[src/uart_ctrl_consts.svh]
// Offsets, field positions, reset values and thresholds of the serial port control block.
`ifndef UART_CTRL_CONSTS_SVH
`define UART_CTRL_CONSTS_SVH

`define OFS_PORT_CONTROL 8'h30
`define OFS_TRIGGER_SEL 8'h34
`define OFS_INT_MASK 8'h38
`define OFS_EVT_STATUS 8'h48
`define OFS_MASKED_STATUS 8'h4C
`define OFS_SECTION_STATE 8'h50
`define ADDR_WORD_MASK 8'hFC

`define CR_RXE 9
`define CR_TXE 8
`define CR_LBE 7
`define CR_EN 0
`define RXSEL_MSB 5
`define RXSEL_LSB 3
`define TXSEL_MSB 2
`define TXSEL_LSB 0
`define INT_MSB 10
`define INT_LSB 4
`define INT_W 7

`define CR_RESET 32'h0000_0300
`define TRIG_RESET 32'h0000_0012
`define MASK_RESET 32'h0000_0000
`define CR_WMASK 32'h0000_0381
`define TRIG_WMASK 32'h0000_003F
`define INT_WMASK 32'h0000_07F0

`define SEL_8TH 3'h0
`define SEL_QUARTER 3'h1
`define SEL_HALF 3'h2
`define SEL_3QUARTER 3'h3
`define SEL_7EIGHTH 3'h4
`define LVL_8TH 5'h02
`define LVL_QUARTER 5'h04
`define LVL_HALF 5'h08
`define LVL_3QUARTER 5'h0C
`define LVL_7EIGHTH 5'h0E
`define LVL_EMPTY 5'h00

`endif

[src/uart_ctrl_pkg.sv]
// Types shared by the serial port control block.
package uart_ctrl_pkg;

  typedef struct packed {
    logic rx_en;
    logic tx_en;
    logic loop;
    logic mod_en;
  } ctrl_t;

  typedef struct packed {
    logic [4:0] level;
    logic [2:0] sel;
  } fifo_view_t;

  typedef enum logic {
    BUS_IDLE = 1'b0,
    BUS_ACK = 1'b1
  } bus_state_t;

endpackage

[src/level_cross.sv]
// Detects the fill level of one FIFO passing through its selected trigger point.
`timescale 1ns/1ns
`default_nettype none
`include "uart_ctrl_consts.svh"

module level_cross
(
  input wire logic clk,
  input wire logic rst_n,
  input wire logic falling,
  input wire uart_ctrl_pkg::fifo_view_t view,
  output logic hit_r
);

  logic [4:0] thr;
  logic thr_ok;
  logic [4:0] prev_r;
  logic beyond_now;
  logic beyond_prev;
  logic hit_nxt;

  assign thr = (view.sel == `SEL_8TH) ? `LVL_8TH :
               (view.sel == `SEL_QUARTER) ? `LVL_QUARTER :
               (view.sel == `SEL_HALF) ? `LVL_HALF :
               (view.sel == `SEL_3QUARTER) ? `LVL_3QUARTER : `LVL_7EIGHTH;
  // Reserved codes never trigger.
  assign thr_ok = (view.sel <= `SEL_7EIGHTH);

  // Receive triggers at or above the point, transmit at or below it.
  assign beyond_now = falling ? (view.level <= thr) : (view.level >= thr);
  assign beyond_prev = falling ? (prev_r <= thr) : (prev_r >= thr);
  assign hit_nxt = thr_ok && beyond_now && !beyond_prev;

  always_ff @(posedge clk or negedge rst_n)
  begin
    if (!rst_n)
    begin
      prev_r <= `LVL_EMPTY;
      hit_r <= 1'b0;
    end
    else
    begin
      prev_r <= view.level;
      hit_r <= hit_nxt;
    end
  end

endmodule
`default_nettype wire

[src/uart_ctrl_irq.sv]
// Serial port enables, loopback, FIFO trigger select and interrupt masking with bus slave.
//
// The Avalon-MM interface to the registers was decided locally.
`timescale 1ns/1ns
`default_nettype none
`include "uart_ctrl_consts.svh"

module uart_ctrl_irq
(
  input wire logic CLK_SYS,
  input wire logic RST_N,
  input wire logic [7:0] AVS_ADDRESS,
  input wire logic AVS_READ,
  input wire logic AVS_WRITE,
  input wire logic [31:0] AVS_WRITEDATA,
  input wire logic [3:0] AVS_BYTEENABLE,
  output logic [31:0] AVS_READDATA,
  output logic AVS_WAITREQUEST,
  input wire logic TX_BUSY,
  input wire logic RX_BUSY,
  output logic TX_RUN,
  output logic RX_RUN,
  input wire logic TX_SERIAL,
  output logic RX_SERIAL,
  input wire logic SERIAL_IN_PIN,
  output logic SERIAL_OUT_PIN,
  input wire logic [4:0] TX_LEVEL,
  input wire logic [4:0] RX_LEVEL,
  input wire logic [4:0] ERR_RAW,
  output logic [6:0] MASKED_INT,
  output logic IRQ
);

  // Bus handshake state and decoded strobes.
  uart_ctrl_pkg::bus_state_t state_r;
  uart_ctrl_pkg::bus_state_t state_nxt;
  logic req;
  logic fire;
  logic wr_fire;
  logic [7:0] word_addr;
  logic sel_cr;
  logic sel_trig;
  logic sel_mask;
  logic sel_evt;
  logic sel_masked;
  logic sel_state;
  logic [31:0] be_mask;
  logic [31:0] rd_mux;
  logic [31:0] rdata_r;

  // Software visible storage.
  logic [31:0] cr_r;
  logic [31:0] cr_nxt;
  logic [31:0] cr_wm;
  logic [31:0] trig_r;
  logic [31:0] trig_nxt;
  logic [31:0] trig_wm;
  logic [31:0] mask_r;
  logic [31:0] mask_nxt;
  logic [31:0] mask_wm;
  logic [6:0] evt_r;
  logic [6:0] evt_nxt;
  logic [6:0] evt_clr;
  logic [6:0] evt_set;
  logic [6:0] mask_bits;
  logic [6:0] masked;
  uart_ctrl_pkg::ctrl_t ctrl;

  // Section run state and serial path.
  logic tx_want;
  logic rx_want;
  logic tx_run_r;
  logic tx_run_nxt;
  logic rx_run_r;
  logic rx_run_nxt;
  logic in_meta_r;
  logic in_sync_r;
  logic rx_serial_r;
  logic rx_serial_nxt;
  logic out_pin_r;
  logic out_pin_nxt;

  // FIFO trigger detection.
  uart_ctrl_pkg::fifo_view_t views [2];
  logic [1:0] level_hit;

  // ------------------------------------------------------------------
  // Avalon slave. Each access sees exactly one wait cycle, so read data
  // is captured while waitrequest is high and stands at the ack edge.
  // ------------------------------------------------------------------
  assign req = AVS_READ || AVS_WRITE;
  assign AVS_WAITREQUEST = req && (state_r == uart_ctrl_pkg::BUS_IDLE);
  assign fire = req && (state_r == uart_ctrl_pkg::BUS_ACK);
  assign wr_fire = fire && AVS_WRITE;
  // An acknowledged access always drops back to idle, so a request that is
  // still held afterwards is taken as a new access with its own wait cycle.
  always_comb
  begin
    case (state_r)
      uart_ctrl_pkg::BUS_IDLE:
      begin
        state_nxt = req ? uart_ctrl_pkg::BUS_ACK : uart_ctrl_pkg::BUS_IDLE;
      end
      default:
      begin
        state_nxt = uart_ctrl_pkg::BUS_IDLE;
      end
    endcase
  end

  assign word_addr = AVS_ADDRESS & `ADDR_WORD_MASK;
  assign sel_cr = (word_addr == `OFS_PORT_CONTROL);
  assign sel_trig = (word_addr == `OFS_TRIGGER_SEL);
  assign sel_mask = (word_addr == `OFS_INT_MASK);
  assign sel_evt = (word_addr == `OFS_EVT_STATUS);
  assign sel_masked = (word_addr == `OFS_MASKED_STATUS);
  assign sel_state = (word_addr == `OFS_SECTION_STATE);

  genvar gb;
  generate
    for (gb = 0; gb < 4; gb++)
    begin : g_lane
      assign be_mask[8*gb +: 8] = {8{AVS_BYTEENABLE[gb]}};
    end
  endgenerate

  // Unmapped addresses read as zero and ignore writes.
  // The selected word is sampled in the wait cycle and held in a register, so
  // the bus always sees a flip-flop output rather than this decode.
  // Status reads return the sticky events, not the raw error levels, so a
  // one-cycle error pulse is never lost between two polls.
  always_comb
  begin
    if (sel_cr)
    begin
      rd_mux = cr_r;
    end
    else if (sel_trig)
    begin
      rd_mux = trig_r;
    end
    else if (sel_mask)
    begin
      rd_mux = mask_r;
    end
    else if (sel_evt)
    begin
      rd_mux = {21'h00_0000, evt_r, 4'h0};
    end
    else if (sel_masked)
    begin
      rd_mux = {21'h00_0000, masked, 4'h0};
    end
    else if (sel_state)
    begin
      rd_mux = {28'h000_0000, rx_run_r, tx_run_r, RX_BUSY, TX_BUSY};
    end
    else
    begin
      rd_mux = 32'h0000_0000;
    end
  end

  always_ff @(posedge CLK_SYS or negedge RST_N)
  begin
    if (!RST_N)
    begin
      state_r <= uart_ctrl_pkg::BUS_IDLE;
      rdata_r <= 32'h0000_0000;
    end
    else
    begin
      state_r <= state_nxt;
      if (AVS_WAITREQUEST)
      begin
        rdata_r <= rd_mux;
      end
    end
  end

  assign AVS_READDATA = rdata_r;

  // ------------------------------------------------------------------
  // Register writes honour byte enables; reserved bits stay zero.
  // ------------------------------------------------------------------
  assign cr_wm = (wr_fire && sel_cr) ? (be_mask & `CR_WMASK) : 32'h0000_0000;
  assign trig_wm = (wr_fire && sel_trig) ? (be_mask & `TRIG_WMASK) : 32'h0000_0000;
  assign mask_wm = (wr_fire && sel_mask) ? (be_mask & `INT_WMASK) : 32'h0000_0000;
  assign cr_nxt = (cr_r & ~cr_wm) | (AVS_WRITEDATA & cr_wm);
  assign trig_nxt = (trig_r & ~trig_wm) | (AVS_WRITEDATA & trig_wm);
  assign mask_nxt = (mask_r & ~mask_wm) | (AVS_WRITEDATA & mask_wm);

  // Configuration is not frozen while enabled; software is expected to
  // disable the port first, so a live change only risks one odd character.
  always_ff @(posedge CLK_SYS or negedge RST_N)
  begin
    if (!RST_N)
    begin
      cr_r <= `CR_RESET;
      trig_r <= `TRIG_RESET;
      mask_r <= `MASK_RESET;
    end
    else
    begin
      cr_r <= cr_nxt;
      trig_r <= trig_nxt;
      mask_r <= mask_nxt;
    end
  end

  assign ctrl = '{
    rx_en: cr_r[`CR_RXE],
    tx_en: cr_r[`CR_TXE],
    loop: cr_r[`CR_LBE],
    mod_en: cr_r[`CR_EN]
  };

  // ------------------------------------------------------------------
  // Section enables. A section starts only when both its own enable and
  // the module enable are set, and once running it holds on through the
  // character in progress so a disable never truncates a frame.
  // ------------------------------------------------------------------
  // The busy inputs come from logic on this clock, so they need no synchroniser.
  assign tx_want = ctrl.mod_en && ctrl.tx_en;
  assign rx_want = ctrl.mod_en && ctrl.rx_en;
  assign tx_run_nxt = tx_want || (tx_run_r && TX_BUSY);
  assign rx_run_nxt = rx_want || (rx_run_r && RX_BUSY);

  always_ff @(posedge CLK_SYS or negedge RST_N)
  begin
    if (!RST_N)
    begin
      tx_run_r <= 1'b0;
      rx_run_r <= 1'b0;
    end
    else
    begin
      tx_run_r <= tx_run_nxt;
      rx_run_r <= rx_run_nxt;
    end
  end

  assign TX_RUN = tx_run_r;
  assign RX_RUN = rx_run_r;

  // ------------------------------------------------------------------
  // Serial path. The pin is synchronised before use. In loopback the pin
  // idles high so the remote peer sees no traffic, and the receiver is
  // fed from the transmitter instead.
  // ------------------------------------------------------------------
  // Only the second stage is read, so a metastable first stage never
  // reaches the receiver.
  assign rx_serial_nxt = ctrl.loop ? TX_SERIAL : in_sync_r;
  assign out_pin_nxt = ctrl.loop ? 1'b1 : TX_SERIAL;

  always_ff @(posedge CLK_SYS or negedge RST_N)
  begin
    if (!RST_N)
    begin
      in_meta_r <= 1'b1;
      in_sync_r <= 1'b1;
      rx_serial_r <= 1'b1;
      out_pin_r <= 1'b1;
    end
    else
    begin
      in_meta_r <= SERIAL_IN_PIN;
      in_sync_r <= in_meta_r;
      rx_serial_r <= rx_serial_nxt;
      out_pin_r <= out_pin_nxt;
    end
  end

  assign RX_SERIAL = rx_serial_r;
  assign SERIAL_OUT_PIN = out_pin_r;

  // ------------------------------------------------------------------
  // FIFO trigger points. Entry 0 watches receive filling upward, entry 1
  // watches transmit draining downward; levels count 0 to 16 entries.
  // ------------------------------------------------------------------
  assign views[0] = '{level: RX_LEVEL, sel: trig_r[`RXSEL_MSB:`RXSEL_LSB]};
  assign views[1] = '{level: TX_LEVEL, sel: trig_r[`TXSEL_MSB:`TXSEL_LSB]};

  genvar gf;
  generate
    for (gf = 0; gf < 2; gf++)
    begin : g_fifo
      level_cross u_cross
      (
        .clk(CLK_SYS),
        .rst_n(RST_N),
        .falling(gf == 1),
        .view(views[gf]),
        .hit_r(level_hit[gf])
      );
    end
  endgenerate

  // ------------------------------------------------------------------
  // Interrupt status. Bits line up with the mask: overrun at the top,
  // receive at the bottom. Error sources are levels from the receiver
  // and keep their bit set while they stay high.
  // ------------------------------------------------------------------
  assign evt_set = {ERR_RAW, level_hit[1], level_hit[0]};
  assign evt_clr = (wr_fire && sel_evt) ?
                   (AVS_WRITEDATA[`INT_MSB:`INT_LSB] & be_mask[`INT_MSB:`INT_LSB]) :
                   {`INT_W{1'b0}};
  // A new event in the clearing cycle survives the clear.
  assign evt_nxt = (evt_r & ~evt_clr) | evt_set;

  always_ff @(posedge CLK_SYS or negedge RST_N)
  begin
    if (!RST_N)
    begin
      evt_r <= {`INT_W{1'b0}};
    end
    else
    begin
      evt_r <= evt_nxt;
    end
  end

  assign mask_bits = mask_r[`INT_MSB:`INT_LSB];
  assign masked = evt_r & mask_bits;
  assign MASKED_INT = masked;
  assign IRQ = |masked;

endmodule
`default_nettype wire

[config.mk]
export PLATFORM = sky130hd
export DESIGN_NAME = uart_ctrl_irq
export DESIGN_NICKNAME = d
export VERILOG_FILES = /design/src/uart_ctrl_pkg.sv /design/src/level_cross.sv /design/src/uart_ctrl_irq.sv
export VERILOG_INCLUDE_DIRS = /design/src
export SDC_FILE = /design/constraint.sdc
export NUM_CORES = 1
export LEC_CHECK = 0
export ABC_CLOCK_PERIOD_IN_PS = 4400
export CAP_MARGIN = 20
export CORE_AREA = 2 2 88 90
export CTS_CLUSTER_DIAMETER = 40
export CTS_CLUSTER_SIZE = 30
export DETAILED_ROUTE_END_ITERATION = 16
export DIE_AREA = 0 0 90 92
export DONT_BUFFER_PORTS = 1
export HOLD_SLACK_MARGIN = 0.06
export PLACE_DENSITY = 0.63
export SLEW_MARGIN = 20
export SYNTH_ARGS = -nofsm -noshare
export SYNTH_HDL_FRONTEND = slang
export SYNTH_HIERARCHICAL = 1
export SYNTH_SLANG_ARGS = --single-unit
export TNS_END_PERCENT = 20
[constraint.sdc]
create_clock -name CLK_SYS -period 4.4 [get_ports CLK_SYS]
set_clock_uncertainty 0.15 [all_clocks]
set_input_delay 0.66 -clock CLK_SYS [delete_from_list [all_inputs] [get_ports CLK_SYS]]
set_output_delay 0.66 -clock CLK_SYS [all_outputs]
set_load 0.005 [all_outputs]
### Word level (Yosys, flattened, before mapping)

Index checks and enable logic that the tools add are counted.

| storage, ports and cells | value |
|---|---|
| memories kept | 0 |
| memory bits (read-only) | 0 |
| logic and storage cells | 97 |
| bits in writable memories | 0 |
| bits in registers | 154 |
| latch bits | 0 |

| cells by class | value |
|---|---|
| multiplexer cells | 22 |
| reductions and logical operators | 23 |
| shift operators | 0 |
| equality and inequality tests | 12 |
| bitwise operators | 18 |
| order comparisons | 6 |
| add/subtract/negate cells | 0 |
| multiply operators | 0 |
| div/mod/pow operators | 0 |

Operators with widths:

| operator | count |
|---|---|
| $and A32 B32 Y32 | 3 |
| $mux W32 | 3 |
| $or A32 B32 Y32 | 3 |
| $mux W11 | 3 |
| $and A32 B10 Y32 | 1 |
| $and A32 B11 Y32 | 1 |
| $and A32 B6 Y32 | 1 |
| $not A10 Y32 | 1 |
| $not A11 Y32 | 1 |
| $not A6 Y32 | 1 |
| $mux W5 | 6 |
| $and A7 B7 Y7 | 3 |
| $eq A6 B4 Y1 const B | 3 |
| $eq A6 B5 Y1 const B | 3 |
| $logic_and A1 B1 Y1 | 15 |
| $eq A3 B2 Y1 const B | 4 |
| $ge A5 B5 Y1 | 2 |
| $le A5 B5 Y1 | 2 |
| $mux W10 | 1 |
| $mux W7 | 1 |
| $not A7 Y7 | 1 |
| $or A7 B7 Y7 | 1 |
| $reduce_or A7 Y1 | 1 |
| $eq A3 B1 Y1 const B | 2 |
| 9 further kinds | 18 |

### Longest topological paths before layout

| depth | value |
|---|---|
| depth after elaboration | 8 |
| depth in mapped cells | 6 |
| depth with buffers taken out | 6 |

### Hierarchy

The synthesis kept the hierarchy.

Modules (own cells, without submodules):

| module | cells each | sequential area each (µm²) | times used | area each (µm²) |
|---|---|---|---|---|
| uart_ctrl_irq | 184 | 1061.0 | 1 | 2137.0 |
| level_cross (g_fifo[0].u_cross) | 32 | 150.1 | 1 | 372.9 |
| level_cross (g_fifo[1].u_cross) | 32 | 150.1 | 1 | 367.9 |

### Least setup slack after synthesis

Ideal clock, no wire load.

| timing | value |
|---|---|
| kind | register to output |
| start point | register evt_r[1] |
| end point | output IRQ |
| cell stages (with the launch flop) | 4 |
| required time | 3.590 ns |
| buffers on the path | 0 |
| arrival time | 1.450 ns |
| setup slack | 2.140 ns |
| path through | dfrtp_1 and2_1 or4_1 or4_1 |

| between the ends | value |
|---|---|
| word-level cells in the longest chain between the ends | 2 |

RTL lines:

| item | line | text |
|---|---|---|
| start: declaration | uart_ctrl_irq.sv:61 | `logic [6:0] evt_r;` |
| start signal: assignment | uart_ctrl_irq.sv:315 | `` evt_r <= {`INT_W{1'b0}}; `` |
| start signal: assignment | uart_ctrl_irq.sv:319 | `evt_r <= evt_nxt;` |
| $and A7 B7 Y7 | uart_ctrl_irq.sv:324 | `assign masked = evt_r & mask_bits;` |
| net MASKED_INT[1] | uart_ctrl_irq.sv:30 | `output logic [6:0] MASKED_INT,` |
| $reduce_or A7 Y1 | uart_ctrl_irq.sv:326 | `assign IRQ = \|masked;` |
| end: declaration | uart_ctrl_irq.sv:31 | `output logic IRQ` |

The timed path passes the listed nets, and every way through them passes these cells.

### Worst setup path in the final report

| timing | value |
|---|---|
| start point | register evt_r[0] |
| end point | output IRQ |

The elaborated chain is that of the path after synthesis.

==> reports/qor.csv <==
stage,metric,value,unit
critical_path,r2r.worst_path.cells,6,
critical_path,endpoint_kind,output port,
critical_path,timing.critical_path.buf_inv,0,
clocking,insertion_delay,310,ps
drt,detailroute.via_count,1866,
global_route,first_global_vias,1942,
logic_synthesis,synth_async_sr_flop_share,100,%
logic_synthesis,dominantRegCellSynth,dfrtp_1,
logic_synthesis,synth_mux_area_share,7.04,%
critical_path,crit_top_cell,or4_1,
finish,layout_fillers,727,
sta,max_slew_violation_total_from_the_final_report,0,
logic_synthesis,synth.yosys.warnings,6,
logic_synthesis,synth_fa_ha_area_share,5.22,%
drt,post_drt_via_cell_ratio,5.18,
sta,finalHoldViolCount,0,
drt,totalWireLength,6310,microns
critical_path,path_delay_family,simple AND/OR/NAND/NOR gates,
sta,tightest_slew,657,ps
logic_synthesis,sequential_cell_area_fraction_in_the_yosys_report,47.3,%
global_route,antenna_found_initial,0,
sta,timing.final.crit_period,2700,ps
floorplan,number_of_rows_in_the_core_area,32,
clocking,cts_max_level,2,
finish,most-common-layout-cells,"dfrtp_1 (46), conb_1 (25), nand2_1 (18), mux2_2 (18), nor2_1 (14)",
hold_path,min_path_cells,0,
clocking,cts_tree,done,
floorplan,initial_core_util,38.6,%
logic_synthesis,synth_compound_gate_area_share,16.5,%
global_route,met2_usage,26.4,%
hold_path,min-delay-path-class,in2reg,
critical_path,kind_of_critical_path,reg2out,
clocking,cts.repair.resized,0,
global_route,grt_overflow_total,0,
floorplan,die-area,8280,sq um
global_route,grt_use_met3,5.42,%
drt,number_of_remaining_drc_errors,0,
run,drv_cap,0,
logic_synthesis,postSynthRegisterBits,54,
critical_path,r2r-end,g_fifo[0].u_cross/hit_r,
clocking,cts_inserted_buffers,5,
power_and_ir_drop,worst_ir_drop_vdd,0.000139,V
finish,fin_util,41.1,%
logic_synthesis,synth_enable_flop_cells,0,
floorplan,fp.dieW,90,microns
critical_path,startpoint_type,flip-flop,
critical_path,critPathRequiredTime,3590,ps
critical_path,biggest_cell_delay_along_the_critical_path,520,ps
sta,achievable-frequency,0.370,GHz
finish,area.growth.synth_to_final,6.26,%
drt,drt_first_iter_violations,80,
floorplan,coreArea,7450,sq um
finish,most_common_library_cell_in_the_layout_ignoring_fill_and_taps,dfrtp_1,
floorplan,dieHeight,92,microns
critical_path,critPathMaxFanout,4,
sta,total_negative_slack,0,ps
sta,grt_setup_unrepaired,false,
hold_path,worstHoldEndpoint,in_meta_r,
logic_synthesis,yosysUniqueCellTypes,50,
logic_synthesis,synth.avg_cell_area,11.6,sq um
placement,io_port_bufs,0,
clocking,cts_buffer_depth,2,
critical_path,cp_num_cells,3,
placement,dp_hpwl,4820,microns
sta,timing.final.crit_share,61.5,%
global_route,global_route_wire_length_before_repair,10200,microns
global_route,grtUsageTotal,15.9,%
finish,n_antenna_cell,0,
logic_synthesis,synth_xor_area_share,0,%
critical_path,worstPathArrival,1890,ps
global_route,gr-usage-met1,20.2,%
sta,setup_viol_count_final,0,
clocking,cts_sinks,54,
floorplan,ios,112,
critical_path,worst_path_cell_chain,"and2_1, or4_1, or4_1",
global_route,busiest_layer,met2,
clocking,post_cts_buffers,0,
finish,final_layout_size_suffix_gt1_share,22.1,%
status,run_status,completed,
critical_path,reg2reg_setup_slack,2320,ps
sta,normalized_max_slew_margin,55.8,%
finish,design.final.nets,336,
placement,dp_worst_setup_slack,2020,ps
power_and_ir_drop,leakagePower,1.30,nW
drt,drt_pass1_iterations,7,
drt,ant_nets,0,
logic_synthesis,synthesis.area,2880,sq um
logic_synthesis,largest_family_of_logic_cells_by_synthesized_area,simple AND/OR/NAND/NOR gates,
global_route,grt_max_degree,55,
logic_synthesis,postSynthCellCount,248,
clocking,clk_pin_slew,90,ps
sta,worst_slack,1700,ps
logic_synthesis,post_synth_and_or_nand_nor_area_fraction,17.0,%
placement,gp_routability_congestion,0.812,
clocking,cts-hold-fix-buffers,1,
power_and_ir_drop,powerDensity,314,nW/um^2
clocking,cts.root.buffer_cell,clkbuf_8,
critical_path,cp_slowest_cell,or4_1,
drt,post_drt_wl_per_cell,17.5,microns
hold_path,hold_path.startpoint,SERIAL_IN_PIN,
==> through the flow <==
| stage | std cells | power [mW] | hold slack, ps | area, sq um |
|---|---|---|---|---|
| 2_1_floorplan | 271 | 0.656 | 195 | 2960 |
| 3_3_place_gp | 350 | 0.664 | 196 | 2930 |
| 3_5_place_dp | 350 | 0.669 | 197 | 2930 |
| 4_1_cts | 359 | 0.969 | 62.7 | 3050 |
| 5_1_grt | 360 | 1.02 | 170 | 3060 |
| 6_report | 360 | 0.959 | 197 | 3060 |
==> worst max-delay path by stage <==
stage	startpoint	endpoint	slack, ps
2_1_floorplan	evt_r[1]	IRQ	2140
3_3_place_gp	evt_r[0]	IRQ	2020
3_5_place_dp	evt_r[0]	IRQ	2020
4_1_cts	evt_r[0]	IRQ	1680
5_1_grt	evt_r[0]	IRQ	1590
6_report	evt_r[0]	IRQ	1700
==> per-layer routing <==
layer | part of all wire (%) | wire length, microns
met1 | 44 | 2770
met2 | 49 | 3060
met3 | 6.9 | 433
met4 | 0.74 | 47
met5 | 0 | 0
==> cells in the mapped netlist, types with 3 or more instances <==
cell type | instances | area (sq um)
a211oi_1 | 3 | 22.5
a21o_1 | 7 | 52.6
a21oi_1 | 4 | 20.0
a22o_1 | 8 | 70.1
a22oi_1 | 5 | 37.5
a31oi_1 | 3 | 18.8
and2_1 | 7 | 43.8
and3_1 | 4 | 25.0
buf_4 | 21 | 158
dfrtp_1 | 46 | 1150
dfstp_2 | 8 | 210
ha_1 | 12 | 150
inv_1 | 5 | 18.8
mux2_2 | 18 | 203
nand2_1 | 18 | 67.6
nand2b_1 | 5 | 31.3
nand3_1 | 4 | 20.0
nor2_1 | 14 | 52.6
nor3_4 | 3 | 48.8
o211ai_1 | 5 | 37.5
o21ai_0 | 5 | 25.0
==> power breakdown <==
| group | internal, mW | switching (mW) | leakage (nW) |
|---|---|---|---|
| clock network | 0.128 | 0.161 | 0.0482 |
| registers | 0.525 | 0.0197 | 0.653 |
| logic | 0.0546 | 0.0715 | 0.602 |
| total | 0.707 | 0.252 | 1.30 |
==> cells by family after synthesis <==
kind of cell / after synthesis
other: 2
adders and majority gates: 12
and+or+nand+nor: 74
AOI/OAI and AO/OA: 58
DFF: 54
muxes: 18
buffers and inverters: 30
==> worst register-to-register path, delay by kind of cell, from the launching register on <==
family	cells	cell delay (ps)
and+or+nand+nor	2	290
adders and majority gates	1	350
AOI/OAI and AO/OA	3	600
DFF	1	570
==> layout make-up <==
type,instances,area (sq um),share of cell area [%]
clock inverter,1,5.00,0.164
clock buffer,7,86.3,2.82
tap,102,128,4.17
sequential,54,1360,44.5
multi-input combinational,187,1410,46.1
inverter,6,22.5,0.736
timing repair buffer,3,45.0,1.47
No activity file was read; power rests on OpenSTA's default activity.
